$ cat src/common/bsc_defs.vh
// bsc_defs.vh - constants of the bargraph scaling and setpoint control
// assumes a 40 MHz pclk and a 16-bit signed conversion result
//
// Notes on behaviour
// - direction led at press, change 0.5 s later
// - each new press reverses the direction
// - each button adjusts only its own value
// - setpoint segment lit below, blank above
// - no jumper: above setpoint; jumper: below
// - mode header picks normal 0 or hysteresis 3
// - mode 3: relay one hysteresis between setpoints
// - low-acting: on below one, off at two
// - high-acting: on above two, off at one
// - low button 0-95%, high button 5-105%
// - adjusted position saturates at zero and full
// - recompute live, store on button release
// - scale from new point and other stored point
// - within 5% of other point: flash, reject
// - both buttons two seconds: default scaling
// - conditioned input beyond limits: flash, reject
// - display header picks standard or centre zero
// - under range flashes first, over flashes all
// - bar and relays follow each measurement
`ifndef BSC_DEFS_VH
`define BSC_DEFS_VH

// ----------------------------------------
// timing, in milliseconds; clock rate in kHz
// ----------------------------------------
`define BSC_CLK_KHZ     40000
`define BSC_T_DLY_MS    500
`define BSC_T_STEP_MS   50
`define BSC_T_RST_MS    2000
`define BSC_T_FLASH_MS  2000
`define BSC_T_BLINK_MS  250
`define BSC_T_DEB_MS    10

// ----------------------------------------
// bar and input codes (2.0 V = full scale)
// ----------------------------------------
`define BSC_BAR_MAX     7'h64
`define BSC_CZ_SEG      7'h32
`define BSC_SEG0        7'h00
`define BSC_IN_ZERO     16'sh0000
`define BSC_IN_FS       16'sh4e20
`define BSC_IN_P5       16'sh03e8
`define BSC_IN_P95      16'sh4a38
`define BSC_IN_P105     16'sh5208
`define BSC_IN_OVR      16'sh5208
`define BSC_IN_UNR      16'shd6fc
`define BSC_MODE_HYST   2'h3
`define BSC_BTN_ZERO    3'h0
`define BSC_BTN_SPAN    3'h1
`define BSC_SP_RST      7'h00

// ----------------------------------------
// register map
// ----------------------------------------
`define BSC_A_CTRL      8'h00
`define BSC_A_STAT      8'h04
`define BSC_A_LO        8'h08
`define BSC_A_HI        8'h0c
`define BSC_A_SETPT     8'h10
`define BSC_CTRL_RST    2'h1
`define BSC_CTRL_REN    0
`define BSC_CTRL_SCR    1

`endif

$ cat src/hw/bsc_ctl.v
// bsc_ctl.v - panel meter front-panel scaling, setpoint and relay logic
// assumes one pclk domain; meas_valid/meas_code come from logic on pclk,
// buttons and jumper headers are asynchronous pins
`timescale 1ns/1ps
`include "bsc_defs.vh"

module bsc_ctl #(
    parameter DEB_CYC   = `BSC_T_DEB_MS * `BSC_CLK_KHZ,
    parameter DLY_CYC   = `BSC_T_DLY_MS * `BSC_CLK_KHZ,
    parameter STEP_CYC  = `BSC_T_STEP_MS * `BSC_CLK_KHZ,
    parameter RST_CYC   = `BSC_T_RST_MS * `BSC_CLK_KHZ,
    parameter FLASH_CYC = `BSC_T_FLASH_MS * `BSC_CLK_KHZ,
    parameter BLINK_CYC = `BSC_T_BLINK_MS * `BSC_CLK_KHZ,
    parameter TW        = 27
) (
    input  wire        pclk,
    input  wire        presetn,
    input  wire        clk_en,
    input  wire        psel,
    input  wire        penable,
    input  wire        pwrite,
    input  wire [7:0]  paddr,
    input  wire [31:0] pwdata,
    output reg  [31:0] prdata,
    output wire        pready,
    output wire        pslverr,
    input  wire        btn_zero,
    input  wire        btn_span,
    input  wire [3:0]  btn_setpt,
    input  wire [1:0]  jmp_mode,
    input  wire        jmp_czero,
    input  wire [3:0]  jmp_rly_low,
    input  wire        meas_valid,
    input  wire [15:0] meas_code,
    output wire [100:0] seg,
    output wire        led_up,
    output wire        led_down,
    output wire [3:0]  relay,
    output wire        nv_store
);

// ----------------------------------------
// constants
// ----------------------------------------
localparam [TW-1:0] DEB_N   = DEB_CYC - 1;
localparam [TW-1:0] DLY_N   = DLY_CYC - 1;
localparam [TW-1:0] STEP_N  = STEP_CYC - 1;
localparam [TW-1:0] RST_N   = RST_CYC - 1;
localparam [TW-1:0] FLASH_N = FLASH_CYC;
localparam [TW-1:0] BLK_N   = BLINK_CYC - 1;
localparam [4:0] ST_IDLE = 5'h01;
localparam [4:0] ST_DLY  = 5'h02;
localparam [4:0] ST_ADJ  = 5'h04;
localparam [4:0] ST_BOTH = 5'h08;
localparam [4:0] ST_HOLD = 5'h10;

// ----------------------------------------
// state
// ----------------------------------------
reg  [4:0]        st_q;
reg  [2:0]        sel_q;
reg  [5:0]        dir_q;
reg  [TW-1:0]     tmr_q;
reg  [TW-1:0]     flash_q;
reg  [TW-1:0]     blk_q;
reg               blink_q;
reg  [6:0]        adj_q;
reg  signed [15:0] meas_q;
reg               calc_q;
reg  signed [15:0] in_lo_q;
reg  signed [15:0] in_hi_q;
reg  [6:0]        bar_lo_q;
reg  [6:0]        bar_hi_q;
reg  [1:0]        pt_ok_q;
reg  [6:0]        sp_q [0:3];
reg  [6:0]        pos_q;
reg               under_q;
reg               over_q;
reg  [3:0]        rly_q;
reg  [1:0]        ctrl_q;
reg               nv_q;
reg  [100:0]      seg_q;
reg  [6:0]        jmp_s1_q;
reg  [6:0]        jmp_s2_q;
reg  [2:0]        bsel;
reg  [3:0]        rly_d;
reg  [100:0]      seg_d;
integer           i;
integer           j;
integer           k;
integer           m;
integer           n;

// ----------------------------------------
// pin conditioning
// ----------------------------------------
wire [5:0] btn_raw = {btn_setpt, btn_span, btn_zero};
wire [5:0] btn_db;

genvar g;
generate
    for (g = 0; g < 6; g = g + 1) begin : g_deb
        bsc_debounce #(
            .CW     (TW),
            .HOLD_N (DEB_N)
        ) u_deb (
            .pclk    (pclk),
            .presetn (presetn),
            .clk_en  (clk_en),
            .pin     (btn_raw[g]),
            .level   (btn_db[g])
        );
    end
endgenerate

wire [3:0] rly_low = jmp_s2_q[3:0];
wire       czero   = jmp_s2_q[4];
wire [1:0] mode    = jmp_s2_q[6:5];

// ----------------------------------------
// press checks
// ----------------------------------------
wire        both   = btn_db[0] & btn_db[1];
wire        held   = btn_db[sel_q];
wire        adj_on = (st_q == ST_DLY) | (st_q == ST_ADJ);
wire        scal   = adj_on & (sel_q < 3'h2);
wire        sp_adj = adj_on & ~scal;
wire [1:0]  si     = sel_q[1:0] - 2'h2;
wire [1:0]  bi     = bsel[1:0] - 2'h2;
wire signed [16:0] x17  = {meas_q[15], meas_q};
wire signed [16:0] lo17 = {in_lo_q[15], in_lo_q};
wire signed [16:0] hi17 = {in_hi_q[15], in_hi_q};
wire signed [16:0] d_lo = x17 - lo17;
wire signed [16:0] d_hi = x17 - hi17;
wire near_lo = pt_ok_q[0] & (d_lo <= `BSC_IN_P5) & (d_lo >= -`BSC_IN_P5);
wire near_hi = pt_ok_q[1] & (d_hi <= `BSC_IN_P5) & (d_hi >= -`BSC_IN_P5);
wire in_ovr  = (meas_q > `BSC_IN_OVR) | (meas_q < `BSC_IN_UNR);
wire bad_z   = (meas_q < `BSC_IN_ZERO) | (meas_q > `BSC_IN_P95) | near_hi | in_ovr;
wire bad_s   = (meas_q < `BSC_IN_P5) | (meas_q > `BSC_IN_P105) | near_lo | in_ovr;
wire bad     = (bsel == `BSC_BTN_ZERO) ? bad_z : (bsel == `BSC_BTN_SPAN) ? bad_s : 1'b0;
wire sw_rst  = ctrl_q[`BSC_CTRL_SCR];

always @* begin
    bsel = 3'h0;
    for (j = 5; j >= 0; j = j - 1) begin
        if (btn_db[j]) begin
            bsel = j[2:0];
        end
    end
end

// ----------------------------------------
// two point interpolation
// ----------------------------------------
wire signed [7:0]  dbar  = {1'b0, bar_hi_q} - {1'b0, bar_lo_q};
wire signed [16:0] den_s = hi17 - lo17;
wire signed [24:0] num_s = d_lo * dbar;
wire        neg   = num_s[24] ^ den_s[16];
wire [24:0] num_m = num_s[24] ? -num_s : num_s;
wire [16:0] den_m = den_s[16] ? -den_s : den_s;
wire        div_busy;
wire        div_done;
wire [24:0] quo;

bsc_div #(
    .NW (25),
    .DW (17),
    .CW (5)
) u_div (
    .pclk    (pclk),
    .presetn (presetn),
    .clk_en  (clk_en),
    .start   (calc_q & ~div_busy),
    .num     (num_m),
    .den     (den_m),
    .busy    (div_busy),
    .done    (div_done),
    .quo     (quo)
);

wire [25:0] sum    = {19'h0, bar_lo_q} + {1'b0, quo};
wire        up_ovr = ~neg & (sum > {19'h0, `BSC_BAR_MAX});
wire        dn_und = neg & (quo > {18'h0, bar_lo_q});
wire [6:0]  calc_p = dn_und ? `BSC_SEG0 : up_ovr ? `BSC_BAR_MAX :
                     neg ? bar_lo_q - quo[6:0] : sum[6:0];
// while a scaling point is moved the bar shows the point itself
wire [6:0]  new_p  = scal ? adj_q : calc_p;
wire        hyst   = (mode == `BSC_MODE_HYST) & (sp_q[1] > sp_q[0]);

// ----------------------------------------
// relay comparators
// ----------------------------------------
always @* begin
    for (n = 0; n < 4; n = n + 1) begin
        rly_d[n] = rly_low[n] ? (new_p < sp_q[n]) : (new_p >= sp_q[n]);
    end
    if (hyst) begin
        if (rly_low[0]) begin
            rly_d[0] = (new_p < sp_q[0]) ? 1'b1 :
                       (new_p >= sp_q[1]) ? 1'b0 : rly_q[0];
        end else begin
            rly_d[0] = (new_p > sp_q[1]) ? 1'b1 :
                       (new_p <= sp_q[0]) ? 1'b0 : rly_q[0];
        end
    end
end

// ----------------------------------------
// segment image
// ----------------------------------------
wire [6:0] dp = scal ? adj_q : pos_q;

always @* begin : p_seg
    reg [6:0] idx;
    reg [6:0] mk;
    reg       lit;
    idx = 7'h00;
    mk  = 7'h00;
    lit = 1'b0;
    for (i = 0; i <= 100; i = i + 1) begin
        idx = i[6:0];
        if (czero) begin
            lit = (idx >= `BSC_CZ_SEG && idx <= dp) || (idx <= `BSC_CZ_SEG && idx >= dp);
        end else begin
            lit = idx <= dp;
        end
        for (m = 0; m < 4; m = m + 1) begin
            mk = (sp_adj && si == m[1:0]) ? adj_q : sp_q[m];
            if (idx == mk) begin
                lit = dp < mk;
            end
        end
        if (flash_q != {TW{1'b0}} || over_q) begin
            lit = blink_q;
        end else if (under_q) begin
            lit = (idx == `BSC_SEG0) & blink_q;
        end
        seg_d[i] = lit;
    end
end

// ----------------------------------------
// apb slave, zero wait states
// ----------------------------------------
wire acc    = psel & penable;
wire wr_en  = acc & pwrite;
wire map_ok = (paddr == `BSC_A_CTRL) | (paddr == `BSC_A_STAT) | (paddr == `BSC_A_LO) |
              (paddr == `BSC_A_HI) | (paddr == `BSC_A_SETPT);

assign pready   = 1'b1;
assign pslverr  = acc & ~map_ok;
assign led_up   = adj_on & dir_q[sel_q];
assign led_down = adj_on & ~dir_q[sel_q];
assign relay    = rly_q & {4{ctrl_q[`BSC_CTRL_REN]}};
assign nv_store = nv_q;
assign seg      = seg_q;

// ----------------------------------------
// main sequencer
// ----------------------------------------
always @(posedge pclk or negedge presetn) begin
    if (!presetn) begin
        st_q     <= ST_IDLE;
        sel_q    <= 3'h0;
        dir_q    <= 6'h00;
        tmr_q    <= {TW{1'b0}};
        flash_q  <= {TW{1'b0}};
        blk_q    <= {TW{1'b0}};
        blink_q  <= 1'b0;
        adj_q    <= 7'h00;
        meas_q   <= 16'sh0000;
        calc_q   <= 1'b0;
        in_lo_q  <= `BSC_IN_ZERO;
        in_hi_q  <= `BSC_IN_FS;
        bar_lo_q <= `BSC_SEG0;
        bar_hi_q <= `BSC_BAR_MAX;
        pt_ok_q  <= 2'h0;
        for (k = 0; k < 4; k = k + 1) begin
            sp_q[k] <= `BSC_SP_RST;
        end
        pos_q    <= 7'h00;
        under_q  <= 1'b0;
        over_q   <= 1'b0;
        rly_q    <= 4'h0;
        ctrl_q   <= `BSC_CTRL_RST;
        nv_q     <= 1'b0;
        seg_q    <= {101{1'b0}};
        jmp_s1_q <= 7'h00;
        jmp_s2_q <= 7'h00;
        prdata   <= 32'h0;
    end else if (clk_en) begin
        jmp_s1_q <= {jmp_mode, jmp_czero, jmp_rly_low};
        jmp_s2_q <= jmp_s1_q;
        seg_q    <= seg_d;
        nv_q     <= 1'b0;
        ctrl_q[`BSC_CTRL_SCR] <= 1'b0;
        tmr_q    <= tmr_q + 1'b1;
        if (flash_q != {TW{1'b0}}) begin
            flash_q <= flash_q - 1'b1;
        end
        if (blk_q == BLK_N) begin
            blk_q   <= {TW{1'b0}};
            blink_q <= ~blink_q;
        end else begin
            blk_q <= blk_q + 1'b1;
        end
        // measurement path
        if (meas_valid) begin
            meas_q <= meas_code;
            calc_q <= 1'b1;
        end else if (!div_busy) begin
            calc_q <= 1'b0;
        end
        if (div_done) begin
            pos_q   <= new_p;
            under_q <= dn_und & ~scal;
            over_q  <= up_ovr & ~scal;
            rly_q   <= rly_d;
        end
        // button sequencer
        case (st_q)
            ST_IDLE: begin
                tmr_q <= {TW{1'b0}};
                if (both) begin
                    st_q <= ST_BOTH;
                end else if (btn_db != 6'h00) begin
                    sel_q       <= bsel;
                    dir_q[bsel] <= ~dir_q[bsel];
                    adj_q       <= (bsel < 3'h2) ? pos_q : sp_q[bi];
                    if (bad) begin
                        flash_q <= FLASH_N;
                        st_q    <= ST_HOLD;
                    end else begin
                        st_q <= ST_DLY;
                    end
                end
            end
            ST_DLY: begin
                if (both) begin
                    st_q  <= ST_BOTH;
                    tmr_q <= {TW{1'b0}};
                end else if (!held) begin
                    st_q <= ST_IDLE;
                end else if (tmr_q == DLY_N) begin
                    st_q  <= ST_ADJ;
                    tmr_q <= {TW{1'b0}};
                end
            end
            ST_ADJ: begin
                if (both) begin
                    st_q  <= ST_BOTH;
                    tmr_q <= {TW{1'b0}};
                end else if (!held) begin
                    st_q <= ST_IDLE;
                    nv_q <= 1'b1;
                    if (sel_q == `BSC_BTN_ZERO) begin
                        in_lo_q    <= meas_q;
                        bar_lo_q   <= adj_q;
                        pt_ok_q[0] <= 1'b1;
                    end else if (sel_q == `BSC_BTN_SPAN) begin
                        in_hi_q    <= meas_q;
                        bar_hi_q   <= adj_q;
                        pt_ok_q[1] <= 1'b1;
                    end else begin
                        sp_q[si] <= adj_q;
                    end
                end else if (tmr_q == STEP_N) begin
                    tmr_q <= {TW{1'b0}};
                    if (dir_q[sel_q] && adj_q != `BSC_BAR_MAX) begin
                        adj_q <= adj_q + 1'b1;
                    end else if (!dir_q[sel_q] && adj_q != `BSC_SEG0) begin
                        adj_q <= adj_q - 1'b1;
                    end
                end
            end
            ST_BOTH: begin
                if (!both) begin
                    st_q <= ST_HOLD;
                end else if (tmr_q == RST_N) begin
                    st_q     <= ST_HOLD;
                    nv_q     <= 1'b1;
                    in_lo_q  <= `BSC_IN_ZERO;
                    in_hi_q  <= `BSC_IN_FS;
                    bar_lo_q <= `BSC_SEG0;
                    bar_hi_q <= `BSC_BAR_MAX;
                    pt_ok_q  <= 2'h0;
                end
            end
            ST_HOLD: begin
                if (btn_db == 6'h00) begin
                    st_q <= ST_IDLE;
                end
            end
            default: begin
                st_q <= ST_IDLE;
            end
        endcase
        // software scale reset acts like the two-button hold
        if (sw_rst) begin
            nv_q     <= 1'b1;
            in_lo_q  <= `BSC_IN_ZERO;
            in_hi_q  <= `BSC_IN_FS;
            bar_lo_q <= `BSC_SEG0;
            bar_hi_q <= `BSC_BAR_MAX;
            pt_ok_q  <= 2'h0;
        end
        // register writes; software restores stored points after power-up
        if (wr_en) begin
            case (paddr)
                `BSC_A_CTRL: ctrl_q <= pwdata[1:0];
                `BSC_A_LO: begin
                    in_lo_q  <= pwdata[15:0];
                    bar_lo_q <= pwdata[22:16];
                end
                `BSC_A_HI: begin
                    in_hi_q  <= pwdata[15:0];
                    bar_hi_q <= pwdata[22:16];
                end
                `BSC_A_SETPT: begin
                    sp_q[0] <= pwdata[6:0];
                    sp_q[1] <= pwdata[14:8];
                    sp_q[2] <= pwdata[22:16];
                    sp_q[3] <= pwdata[30:24];
                end
                default: begin
                end
            endcase
        end
        // read data is fetched in the setup phase
        if (psel && !penable) begin
            case (paddr)
                `BSC_A_CTRL:  prdata <= {30'h0, ctrl_q};
                `BSC_A_STAT:  prdata <= {14'h0, led_down, led_up, relay, hyst,
                                         flash_q != {TW{1'b0}}, over_q, under_q, 1'b0, pos_q};
                `BSC_A_LO:    prdata <= {9'h0, bar_lo_q, in_lo_q};
                `BSC_A_HI:    prdata <= {9'h0, bar_hi_q, in_hi_q};
                `BSC_A_SETPT: prdata <= {1'b0, sp_q[3], 1'b0, sp_q[2],
                                         1'b0, sp_q[1], 1'b0, sp_q[0]};
                default:      prdata <= 32'h0;
            endcase
        end
    end
end

endmodule // bsc_ctl

$ cat src/hw/bsc_debounce.v
// bsc_debounce.v - two-flop synchroniser and debounce filter
// assumes the pin is asynchronous to pclk
`timescale 1ns/1ps

module bsc_debounce #(
    parameter          CW     = 27,
    parameter [CW-1:0] HOLD_N = 1
) (
    input  wire pclk,
    input  wire presetn,
    input  wire clk_en,
    input  wire pin,
    output wire level
);

reg          s1_q;
reg          s2_q;
reg          lvl_q;
reg [CW-1:0] cnt_q;

// level changes only after the pin has stood still for HOLD_N+1 clocks
always @(posedge pclk or negedge presetn) begin
    if (!presetn) begin
        s1_q  <= 1'b0;
        s2_q  <= 1'b0;
        lvl_q <= 1'b0;
        cnt_q <= {CW{1'b0}};
    end else if (clk_en) begin
        s1_q <= pin;
        s2_q <= s1_q;
        if (s2_q == lvl_q) begin
            cnt_q <= {CW{1'b0}};
        end else if (cnt_q == HOLD_N) begin
            lvl_q <= s2_q;
            cnt_q <= {CW{1'b0}};
        end else begin
            cnt_q <= cnt_q + 1'b1;
        end
    end
end

assign level = lvl_q;

endmodule // bsc_debounce

$ cat src/hw/bsc_div.v
// bsc_div.v - serial restoring divider, one quotient bit per clock
// assumes start only while busy is low; zero divisor gives all ones only for num below 2^DW
`timescale 1ns/1ps

module bsc_div #(
    parameter NW = 25,
    parameter DW = 17,
    parameter CW = 5
) (
    input  wire          pclk,
    input  wire          presetn,
    input  wire          clk_en,
    input  wire          start,
    input  wire [NW-1:0] num,
    input  wire [DW-1:0] den,
    output wire          busy,
    output reg           done,
    output wire [NW-1:0] quo
);

reg  [DW-1:0] rem_q;
reg  [NW-1:0] quo_q;
reg  [DW-1:0] den_q;
reg  [CW-1:0] cnt_q;
reg           run_q;
wire [DW:0]   sh   = {rem_q, quo_q[NW-1]};
wire [DW:0]   diff = sh - {1'b0, den_q};
wire          fit  = ~diff[DW];

always @(posedge pclk or negedge presetn) begin
    if (!presetn) begin
        rem_q <= {DW{1'b0}};
        quo_q <= {NW{1'b0}};
        den_q <= {DW{1'b0}};
        cnt_q <= {CW{1'b0}};
        run_q <= 1'b0;
        done  <= 1'b0;
    end else if (clk_en) begin
        done <= 1'b0;
        if (start && !run_q) begin
            rem_q <= {DW{1'b0}};
            quo_q <= num;
            den_q <= den;
            cnt_q <= NW[CW-1:0];
            run_q <= 1'b1;
        end else if (run_q) begin
            rem_q <= fit ? diff[DW-1:0] : sh[DW-1:0];
            quo_q <= {quo_q[NW-2:0], fit};
            cnt_q <= cnt_q - 1'b1;
            if (cnt_q == {{(CW-1){1'b0}}, 1'b1}) begin
                run_q <= 1'b0;
                done  <= 1'b1;
            end
        end
    end
end

assign busy = run_q;
assign quo  = quo_q;

endmodule // bsc_div

$ cat config.mk
export PLATFORM = sky130hd
export DESIGN_NAME = bsc_ctl
export DESIGN_NICKNAME = d
export VERILOG_FILES = /design/src/hw/bsc_ctl.v /design/src/hw/bsc_debounce.v /design/src/hw/bsc_div.v
export VERILOG_INCLUDE_DIRS = /design/src /design/src/common
export SDC_FILE = /design/constraint.sdc
export NUM_CORES = 2
export LEC_CHECK = 0
export ABC_AREA = 1
export BUFFER_PORTS_ARGS = -buffer_cell sky130_fd_sc_hd__buf_4
export CORE_MARGIN = 4
export CORE_UTILIZATION = 25
export CTS_CLUSTER_SIZE = 40
export DETAILED_ROUTE_END_ITERATION = 12
export SETUP_SLACK_MARGIN = 0.4
export SLEW_MARGIN = 10
export SYNTH_ARGS = -nofsm -noshare
export SYNTH_HDL_FRONTEND = slang
export SYNTH_SLANG_ARGS = --single-unit
$ cat constraint.sdc
create_clock -name pclk -period 10.6 [get_ports pclk]
set_clock_uncertainty 0.05 [all_clocks]
set_input_delay 0.53 -clock pclk [delete_from_list [all_inputs] [get_ports pclk]]
set_output_delay 0.53 -clock pclk [all_outputs]
set_load 0.05 [all_outputs]
=== Word-level counts from Yosys, hierarchy flattened ===
Index checks and enable logic that the tools add are counted.

* Word-level logic and storage cells: 1650
* Input bits: 76
* Bits in registers: 605

* $add $sub $neg: 23
* Mux-type cells: 825
* $mul: 1
* Bitwise logic cells: 49
* Order comparisons: 186
* Reductions and logical operators: 50
* Equality and inequality tests: 454

{| class="wikitable"
|+ Operator list
! cell !! count
|-
| $eq A7 B7 Y1 const A || 148
|-
| $eq A6 B7 Y1 const A || 128
|-
| $mux W1 || 689
|-
| $mux W27 || 24
|-
| $eq A5 B7 Y1 const A || 64
|-
| $mux W16 || 17
|-
| $le A7 B7 Y1 const A || 37
|-
| $mux W7 || 37
|-
| $eq A4 B7 Y1 const A || 32
|-
| $le A6 B7 Y1 const A || 32
|-
| $add A27 B1 Y27 const B || 8
|-
| $mux W28 || 7
|-
| $eq A27 B19 Y1 const B || 6
|-
| $pmux W31 S5 || 1
|-
| $ge A6 B7 Y1 const A || 19
|-
| $eq A3 B7 Y1 const A || 16
|-
| $ge A5 B7 Y1 const A || 16
|-
| $le A5 B7 Y1 const A || 16
|-
| $pmux W27 S3 || 1
|-
| $mux W25 || 3
|-
| $mux W17 || 4
|-
| $mux W5 || 13
|-
| $pmux W16 S2 || 2
|-
| $eq A2 B7 Y1 const A || 8
|-
| 100 further kinds || 260
|}

=== Logic depth before layout (Yosys ltp) ===
* Depth after elaboration: 15
* Depth in mapped cells: 51
* Mapped depth without buffers: 50

=== Modules after synthesis ===
A second synthesis with hierarchy kept.

* Cell total of the unflattened synthesis: 8759
* Area total of the unflattened synthesis: 55588.3 um^2

{| class="wikitable"
|+ By module, submodules not included
! module !! instances !! cells an instance !! area each (um^2)
|-
| bsc_ctl || 1 || 6328 || 39430.3
|-
| bsc_debounce (g_deb[1].u_deb ...) || 5 || 307 || 1980.6
|-
| bsc_div || 1 || 590 || 4281.6
|-
| bsc_debounce (g_deb[0].u_deb) || 1 || 306 || 1973.1
|}

=== Least setup slack after synthesis ===
OpenSTA, ideal clock, no wires.

* Path kind: register -> register
* Start: register bar_lo_q[1]
* End: register rly_q[0]
* Period minus slack after synthesis: 8.086 ns
* Setup slack: 2.514 ns
* Buffers on the path: 2
* Cell stages (with the launch flop): 46
* Data arrival time: 7.908 ns
* Path through: dfrtp_1 > inv_1 > fa_1 > a21oi_1 > o21bai_1 > nand2_1 > nand2_1 > a21oi_1 > xor2_1 > clkbuf_1 > nor2_1 > fa_1 > inv_1 > fa_1 > inv_1 > fa_1 > inv_1 > fa_1 > [... 10 more ...] > nand2_1 > nand2_1 > nand2_1 > nand2_1 > inv_1 > nand2_1 > nand2_1 > a21boi_0 > ha_1 > a21oi_1 > o21ai_0 > nand4_1 > nand2_1 > or2_2 > nand2_1 > a41oi_1 > nor2_1 > a21oi_1

* Longest elaborated chain between the ends: 12

{| class="wikitable"
|+ Ends and longest elaborated chain
! what !! RTL line !! source
|-
| from (decl) || bsc_ctl.v:72 || <nowiki>reg [6:0] bar_lo_q;</nowiki>
|-
| from (signal assigned) || bsc_ctl.v:275 || <nowiki>bar_lo_q <= `BSC_SEG0;</nowiki>
|-
| from (signal assigned) || bsc_ctl.v:358 || <nowiki>bar_lo_q <= adj_q;</nowiki>
|-
| from (signal assigned) || bsc_ctl.v:384 || <nowiki>bar_lo_q <= `BSC_SEG0;</nowiki>
|-
| $sub A7 B7 Y8 || bsc_ctl.v:155 || <nowiki>wire signed [7:0] dbar = {1'b0, bar_hi_q} - {1'b0, bar_lo_q};</nowiki>
|-
| $mul A17 B8 Y25 || bsc_ctl.v:157 || <nowiki>wire signed [24:0] num_s = d_lo * dbar;</nowiki>
|-
| $xor A1 B1 Y1 || bsc_ctl.v:158 || <nowiki>wire neg = num_s[24] ^ den_s[16];</nowiki>
|-
| $not A1 Y1 || bsc_ctl.v:182 || <nowiki>wire up_ovr = ~neg & (sum > {19'h0, `BSC_BAR_MAX});</nowiki>
|-
| $and A1 B1 Y1 || bsc_ctl.v:182 ||
|-
| $mux W7 || bsc_ctl.v:184 || <nowiki>wire [6:0] calc_p = dn_und ? `BSC_SEG0 : up_ovr ? `BSC_BAR_MAX :</nowiki>
|-
| $mux W7 * || bsc_ctl.v:184 ||
|-
| $mux W7 * || bsc_ctl.v:187 || <nowiki>wire [6:0] new_p = scal ? adj_q : calc_p;</nowiki>
|-
| named net new_p[2] || bsc_ctl.v:187 ||
|-
| $gt A7 B7 Y1 / $lt A7 B7 Y1 (equally long branches) || bsc_ctl.v:202, bsc_ctl.v:195, bsc_ctl.v:199 ||
|-
| $mux W1 (on tied branches) || bsc_ctl.v:202, bsc_ctl.v:199 ||
|-
| $mux W1 || bsc_ctl.v:198 || <nowiki>if (rly_low[0]) begin</nowiki>
|-
| $mux W1 || bsc_ctl.v:197 || <nowiki>if (hyst) begin</nowiki>
|-
| to (signal assigned) || bsc_ctl.v:318 || <nowiki>rly_q <= rly_d;</nowiki>
|-
| to (decl) || bsc_ctl.v:79 || <nowiki>reg [3:0] rly_q;</nowiki>
|}

The timed path passes the listed nets; every way through them passes the cells marked *.
A chain may end at the register's enable or synchronous reset.

=== Final worst setup path ===
* Start: register in_lo_q[11]
* End: register rly_q[0]

* Longest elaborated chain between the ends: 12

{| class="wikitable"
|+ Ends and longest elaborated chain
! what !! RTL line !! source
|-
| from (decl) || bsc_ctl.v:70 || <nowiki>reg signed [15:0] in_lo_q;</nowiki>
|-
| from (signal assigned) || bsc_ctl.v:273 || <nowiki>in_lo_q <= `BSC_IN_ZERO;</nowiki>
|-
| from (signal assigned) || bsc_ctl.v:357 || <nowiki>in_lo_q <= meas_q;</nowiki>
|-
| from (signal assigned) || bsc_ctl.v:382 || <nowiki>in_lo_q <= `BSC_IN_ZERO;</nowiki>
|-
| $sub A16 B16 Y17 || bsc_ctl.v:133 || <nowiki>wire signed [16:0] d_lo = x17 - lo17;</nowiki>
|-
| $mul A17 B8 Y25 || bsc_ctl.v:157 ||
|-
| $xor A1 B1 Y1 * || bsc_ctl.v:158 ||
|-
| $not A1 Y1 || bsc_ctl.v:182 ||
|-
| $and A1 B1 Y1 || bsc_ctl.v:182 ||
|-
| $mux W7 || bsc_ctl.v:184 ||
|-
| $mux W7 * || bsc_ctl.v:184 ||
|-
| $mux W7 * || bsc_ctl.v:187 ||
|-
| named net new_p[3] || bsc_ctl.v:187 ||
|-
| $gt A7 B7 Y1 / $lt A7 B7 Y1 (equally long branches) || bsc_ctl.v:202, bsc_ctl.v:195, bsc_ctl.v:199 ||
|-
| $mux W1 (on tied branches) || bsc_ctl.v:202, bsc_ctl.v:199 ||
|-
| $mux W1 || bsc_ctl.v:198 ||
|-
| $mux W1 || bsc_ctl.v:197 ||
|}

Marked as above.

==> results.sh <==
export IMPL_pre_cts_ws_ns=1.238
export IMPL_yosysWarnings=0
export IMPL_critical_path_required_ns=11.12
export IMPL_grt_overflow_total=0
export IMPL_hpwl_um=165100
export IMPL_cts_made_buffers=75
export IMPL_fp_dieH_um=472.6
export IMPL_final_max_slew_viol_count=0
export IMPL_drcViolationCount=0
export IMPL_grt_pass1_vias=52920
export IMPL_clock_latency_ns=0.70
export IMPL_period_share_pct=89.17
export IMPL_syn_inst=8343
export IMPL_cts_sinks=603
export IMPL_hold_class="in2reg"
export IMPL_mostFrequentLayoutCells="nand2_1, inv_1, nor2_1"
export IMPL_drt_wl_total_um=214900
export IMPL_setup_viol=0
export IMPL_core_area_um2=214600
export IMPL_setup_tns_ns=0
export IMPL_ys_seq_elements=603
export IMPL_antenna_found_initial=24
export IMPL_first_pass_iters=6
export IMPL_cts_tree="yes"
export IMPL_fmax_mhz=105.8
export IMPL_r2r_end="rly_q[0]$_DFFE_PN0P_"
export IMPL_grt_usage_pct=18.53
export IMPL_fillCellCount=23810
export IMPL_pin_count=218
export IMPL_synthArstFlopShare_pct=100.0
export IMPL_path_max_fanout=11
export IMPL_gp_congestion=1.032
export IMPL_syn_to_final_growth_pct=13.55
export IMPL_multi_input_area_um2=32810
export IMPL_min_period_ns=9.453
export IMPL_status="finished, final reports clean"
export IMPL_critPathArrivalTime_ns=9.98
export IMPL_cp_start_kind="flop"
export IMPL_synth_avg_cell_area_um2=6.467
export IMPL_worst_slew_pin_slew_ns=1.204
export IMPL_seqCellArea_um2=15100
export IMPL_die_width_um=472.6
export IMPL_rr_worst_depth=42
export IMPL_timing_rr_start="in_lo_q[11]$_DFFE_PN0P_"
export IMPL_yosysSeqAreaShare_pct=27.99
export IMPL_start_util_pct=25.14
export IMPL_clk_pin_slew_ns=0.06
export IMPL_critical_path_class="reg2reg"
export IMPL_drtIter0Drc=6287
export IMPL_via_count=56950
export IMPL_layout_core_utilization_pct=28.55
export IMPL_maxCapViolCount=0
export IMPL_grt_start_max_net_pins=175
export IMPL_via_per_inst=5.021
export IMPL_hold_depth=3
export IMPL_synth_edf_count=0
export IMPL_synth_main_ff_cell="dfrtp_1"
export IMPL_fin_nets=8835
export IMPL_min_from="jmp_rly_low[1]"
export IMPL_slew_headroom_pct=19.23
export IMPL_rows=170
export IMPL_die_area_um2=223300
export IMPL_cpMaxStageDelayCell="a21boi_0"
export IMPL_finalHoldViolations=0
export IMPL_drive_gt1_share_pct=7.213
export IMPL_grt_pass1_wl_um=322900
export IMPL_mostFrequentLayoutCell="nand2_1"
export IMPL_cts_max_path_buffers=3
export IMPL_whs_endpoint="jmp_s1_q[1]$_DFFE_PN0P_"
export IMPL_numPortBuffers=212
export IMPL_htree_levels=3
export IMPL_cts_root_buf="clkbuf_16"
export IMPL_wl_per_cell_um=18.95
export IMPL_slowest_delay_ns=0.71
export IMPL_syn_cell_area_um2=53950
export IMPL_synth_distinct_cells=65
export IMPL_timing_final_ws_setup_ns=1.147
export IMPL_antenna_left=0
export IMPL_rsz0062_at_grt="no"
export IMPL_r2r_setup_slack_ns=1.15
export IMPL_worstSetupEndpointType="flop"
export IMPL_crit_top_cell="nand2_1"
[cells by family (layout without fill, tap and decap cells)]
group,Yosys count,after routing,share of synthesized area (%)
XOR/XNOR,152,152,2.467
flip-flops,603,603,27.99
adder cells (fa/ha/maj),333,333,9.336
other,2,23,0.01392
buffers and inverters,1571,1712,11.28
multiplexers,7,7,0.1322
AO/OA/AOI/OAI,1639,1639,17.31
AND/OR/NAND/NOR,4036,4036,31.47
[worst max path at each step]
stage | start | end | slack, ns | depth (start not counted)
2_1_floorplan | bar_lo_q[1]$_DFFE_PN0P_ | rly_q[0]$_DFFE_PN0P_ | 2.51 | 45
3_3_place_gp | in_lo_q[11]$_DFFE_PN0P_ | rly_q[0]$_DFFE_PN0P_ | 1.25 | 46
3_5_place_dp | bar_lo_q[1]$_DFFE_PN0P_ | rly_q[0]$_DFFE_PN0P_ | 1.24 | 40
4_1_cts | bar_lo_q[2]$_DFFE_PN0P_ | rly_q[0]$_DFFE_PN0P_ | 1.22 | 40
5_1_grt | in_lo_q[11]$_DFFE_PN0P_ | rly_q[0]$_DFFE_PN0P_ | 0.43 | 44
6_report | in_lo_q[11]$_DFFE_PN0P_ | rly_q[0]$_DFFE_PN0P_ | 1.15 | 42
[per-stage QoR]
stage,cells,hold slack [ns],cell area [µm²]
6_report,11340,0.04031,61270
5_1_grt,11340,0.01599,61260
4_1_cts,11320,0.001100,61220
3_5_place_dp,11180,0.4099,58460
3_3_place_gp,11180,0.4068,58460
2_1_floorplan,8344,0.1844,53960
[worst max-delay path: cells and delay by family (launching register included)]
kind,cells,cell delay [ns]
fa+ha+maj,7,3.40
simple gates,21,3.17
compound gates,6,1.46
buf+inv,8,0.87
flops,1,0.36
[sequential cells by signal (all words and copies together) (netlist names), 7 cells and up]
signal	count
in_hi_q	16
tmr_q	27
u_div.quo	25
u_div.rem_q	17
in_lo_q	16
pos_q	7
jmp_s1_q	7
adj_q	7
prdata	30
g_deb.u_deb.cnt_q	162
u_div.den_q	17
sp_q	28
bar_lo_q	7
jmp_s2_q	7
meas_q	16
blk_q	27
seg	101
flash_q	27
bar_hi_q	7
[cell usage after synthesis (10+ instances only)]
library cell	n	area, µm²
nor2_2	38	237.7
nand3_1	474	2372
ha_1	217	2715
a21boi_0	29	217.7
a22oi_1	10	75.07
o21ai_0	503	2517
xor2_1	110	963.4
a211oi_1	13	97.59
inv_1	1211	4546
clkbuf_1	192	720.7
nand4_1	115	719.4
o32ai_1	21	183.9
xnor2_1	42	367.9
o22ai_1	190	1189
buf_2	49	245.2
nand2_2	16	100.1
and2_1	10	62.56
o21ai_1	67	335.3
dfstp_2	10	262.8
buf_6	11	123.9
dfrtp_1	593	14840
a31oi_1	82	513.0
buf_4	12	90.09
fa_1	116	2322
nor4_1	49	306.5
inv_2	64	240.2
nand3b_1	41	307.8
or2_2	16	100.1
o21bai_1	17	127.6
buf_1	15	56.30
o211ai_1	80	600.6
nor2_4	12	135.1
nand2_1	2080	7807
nor3_1	136	680.7
a21oi_1	537	2688
clkinv_1	17	63.81
o31ai_1	17	127.6
nor2_1	1019	3825
o21ai_2	18	157.7
[final cells by class]
type / instances / share of cell area (%)
flip-flops and latches: 603 / 24.65
inverters: 1292 / 7.924
well taps: 2838 / 5.796
multi-input cells: 6170 / 53.55
diodes: 20 / 0.08169
clock inverters: 34 / 0.9272
repair buffers: 284 / 3.615
clock buffers: 102 / 3.457
[layer usage]
metal  vias up  GRT usage, %  wire length [µm]  share of wire [%]
met3       576         3.128             16910                7.9
met1     26660         24.13             89790                 42
met2      2414         28.03             92240                 43
met5         -             0                10             0.0047
met4         2         12.67             15980                7.4
li1      27300             -                 -                  -
[timing repair]
action | CTS | global route
buffers inserted | 0 | 0
hold endpoints to repair | 47 | 0
gates resized for setup | 0 | 1
hold buffers | 7 | 0
endpoints found under the setup margin | 0 | 1
Power is left out: the tool's default activity adds up to more than one toggle a clock period on the data nets, which glitch-free logic cannot reach.
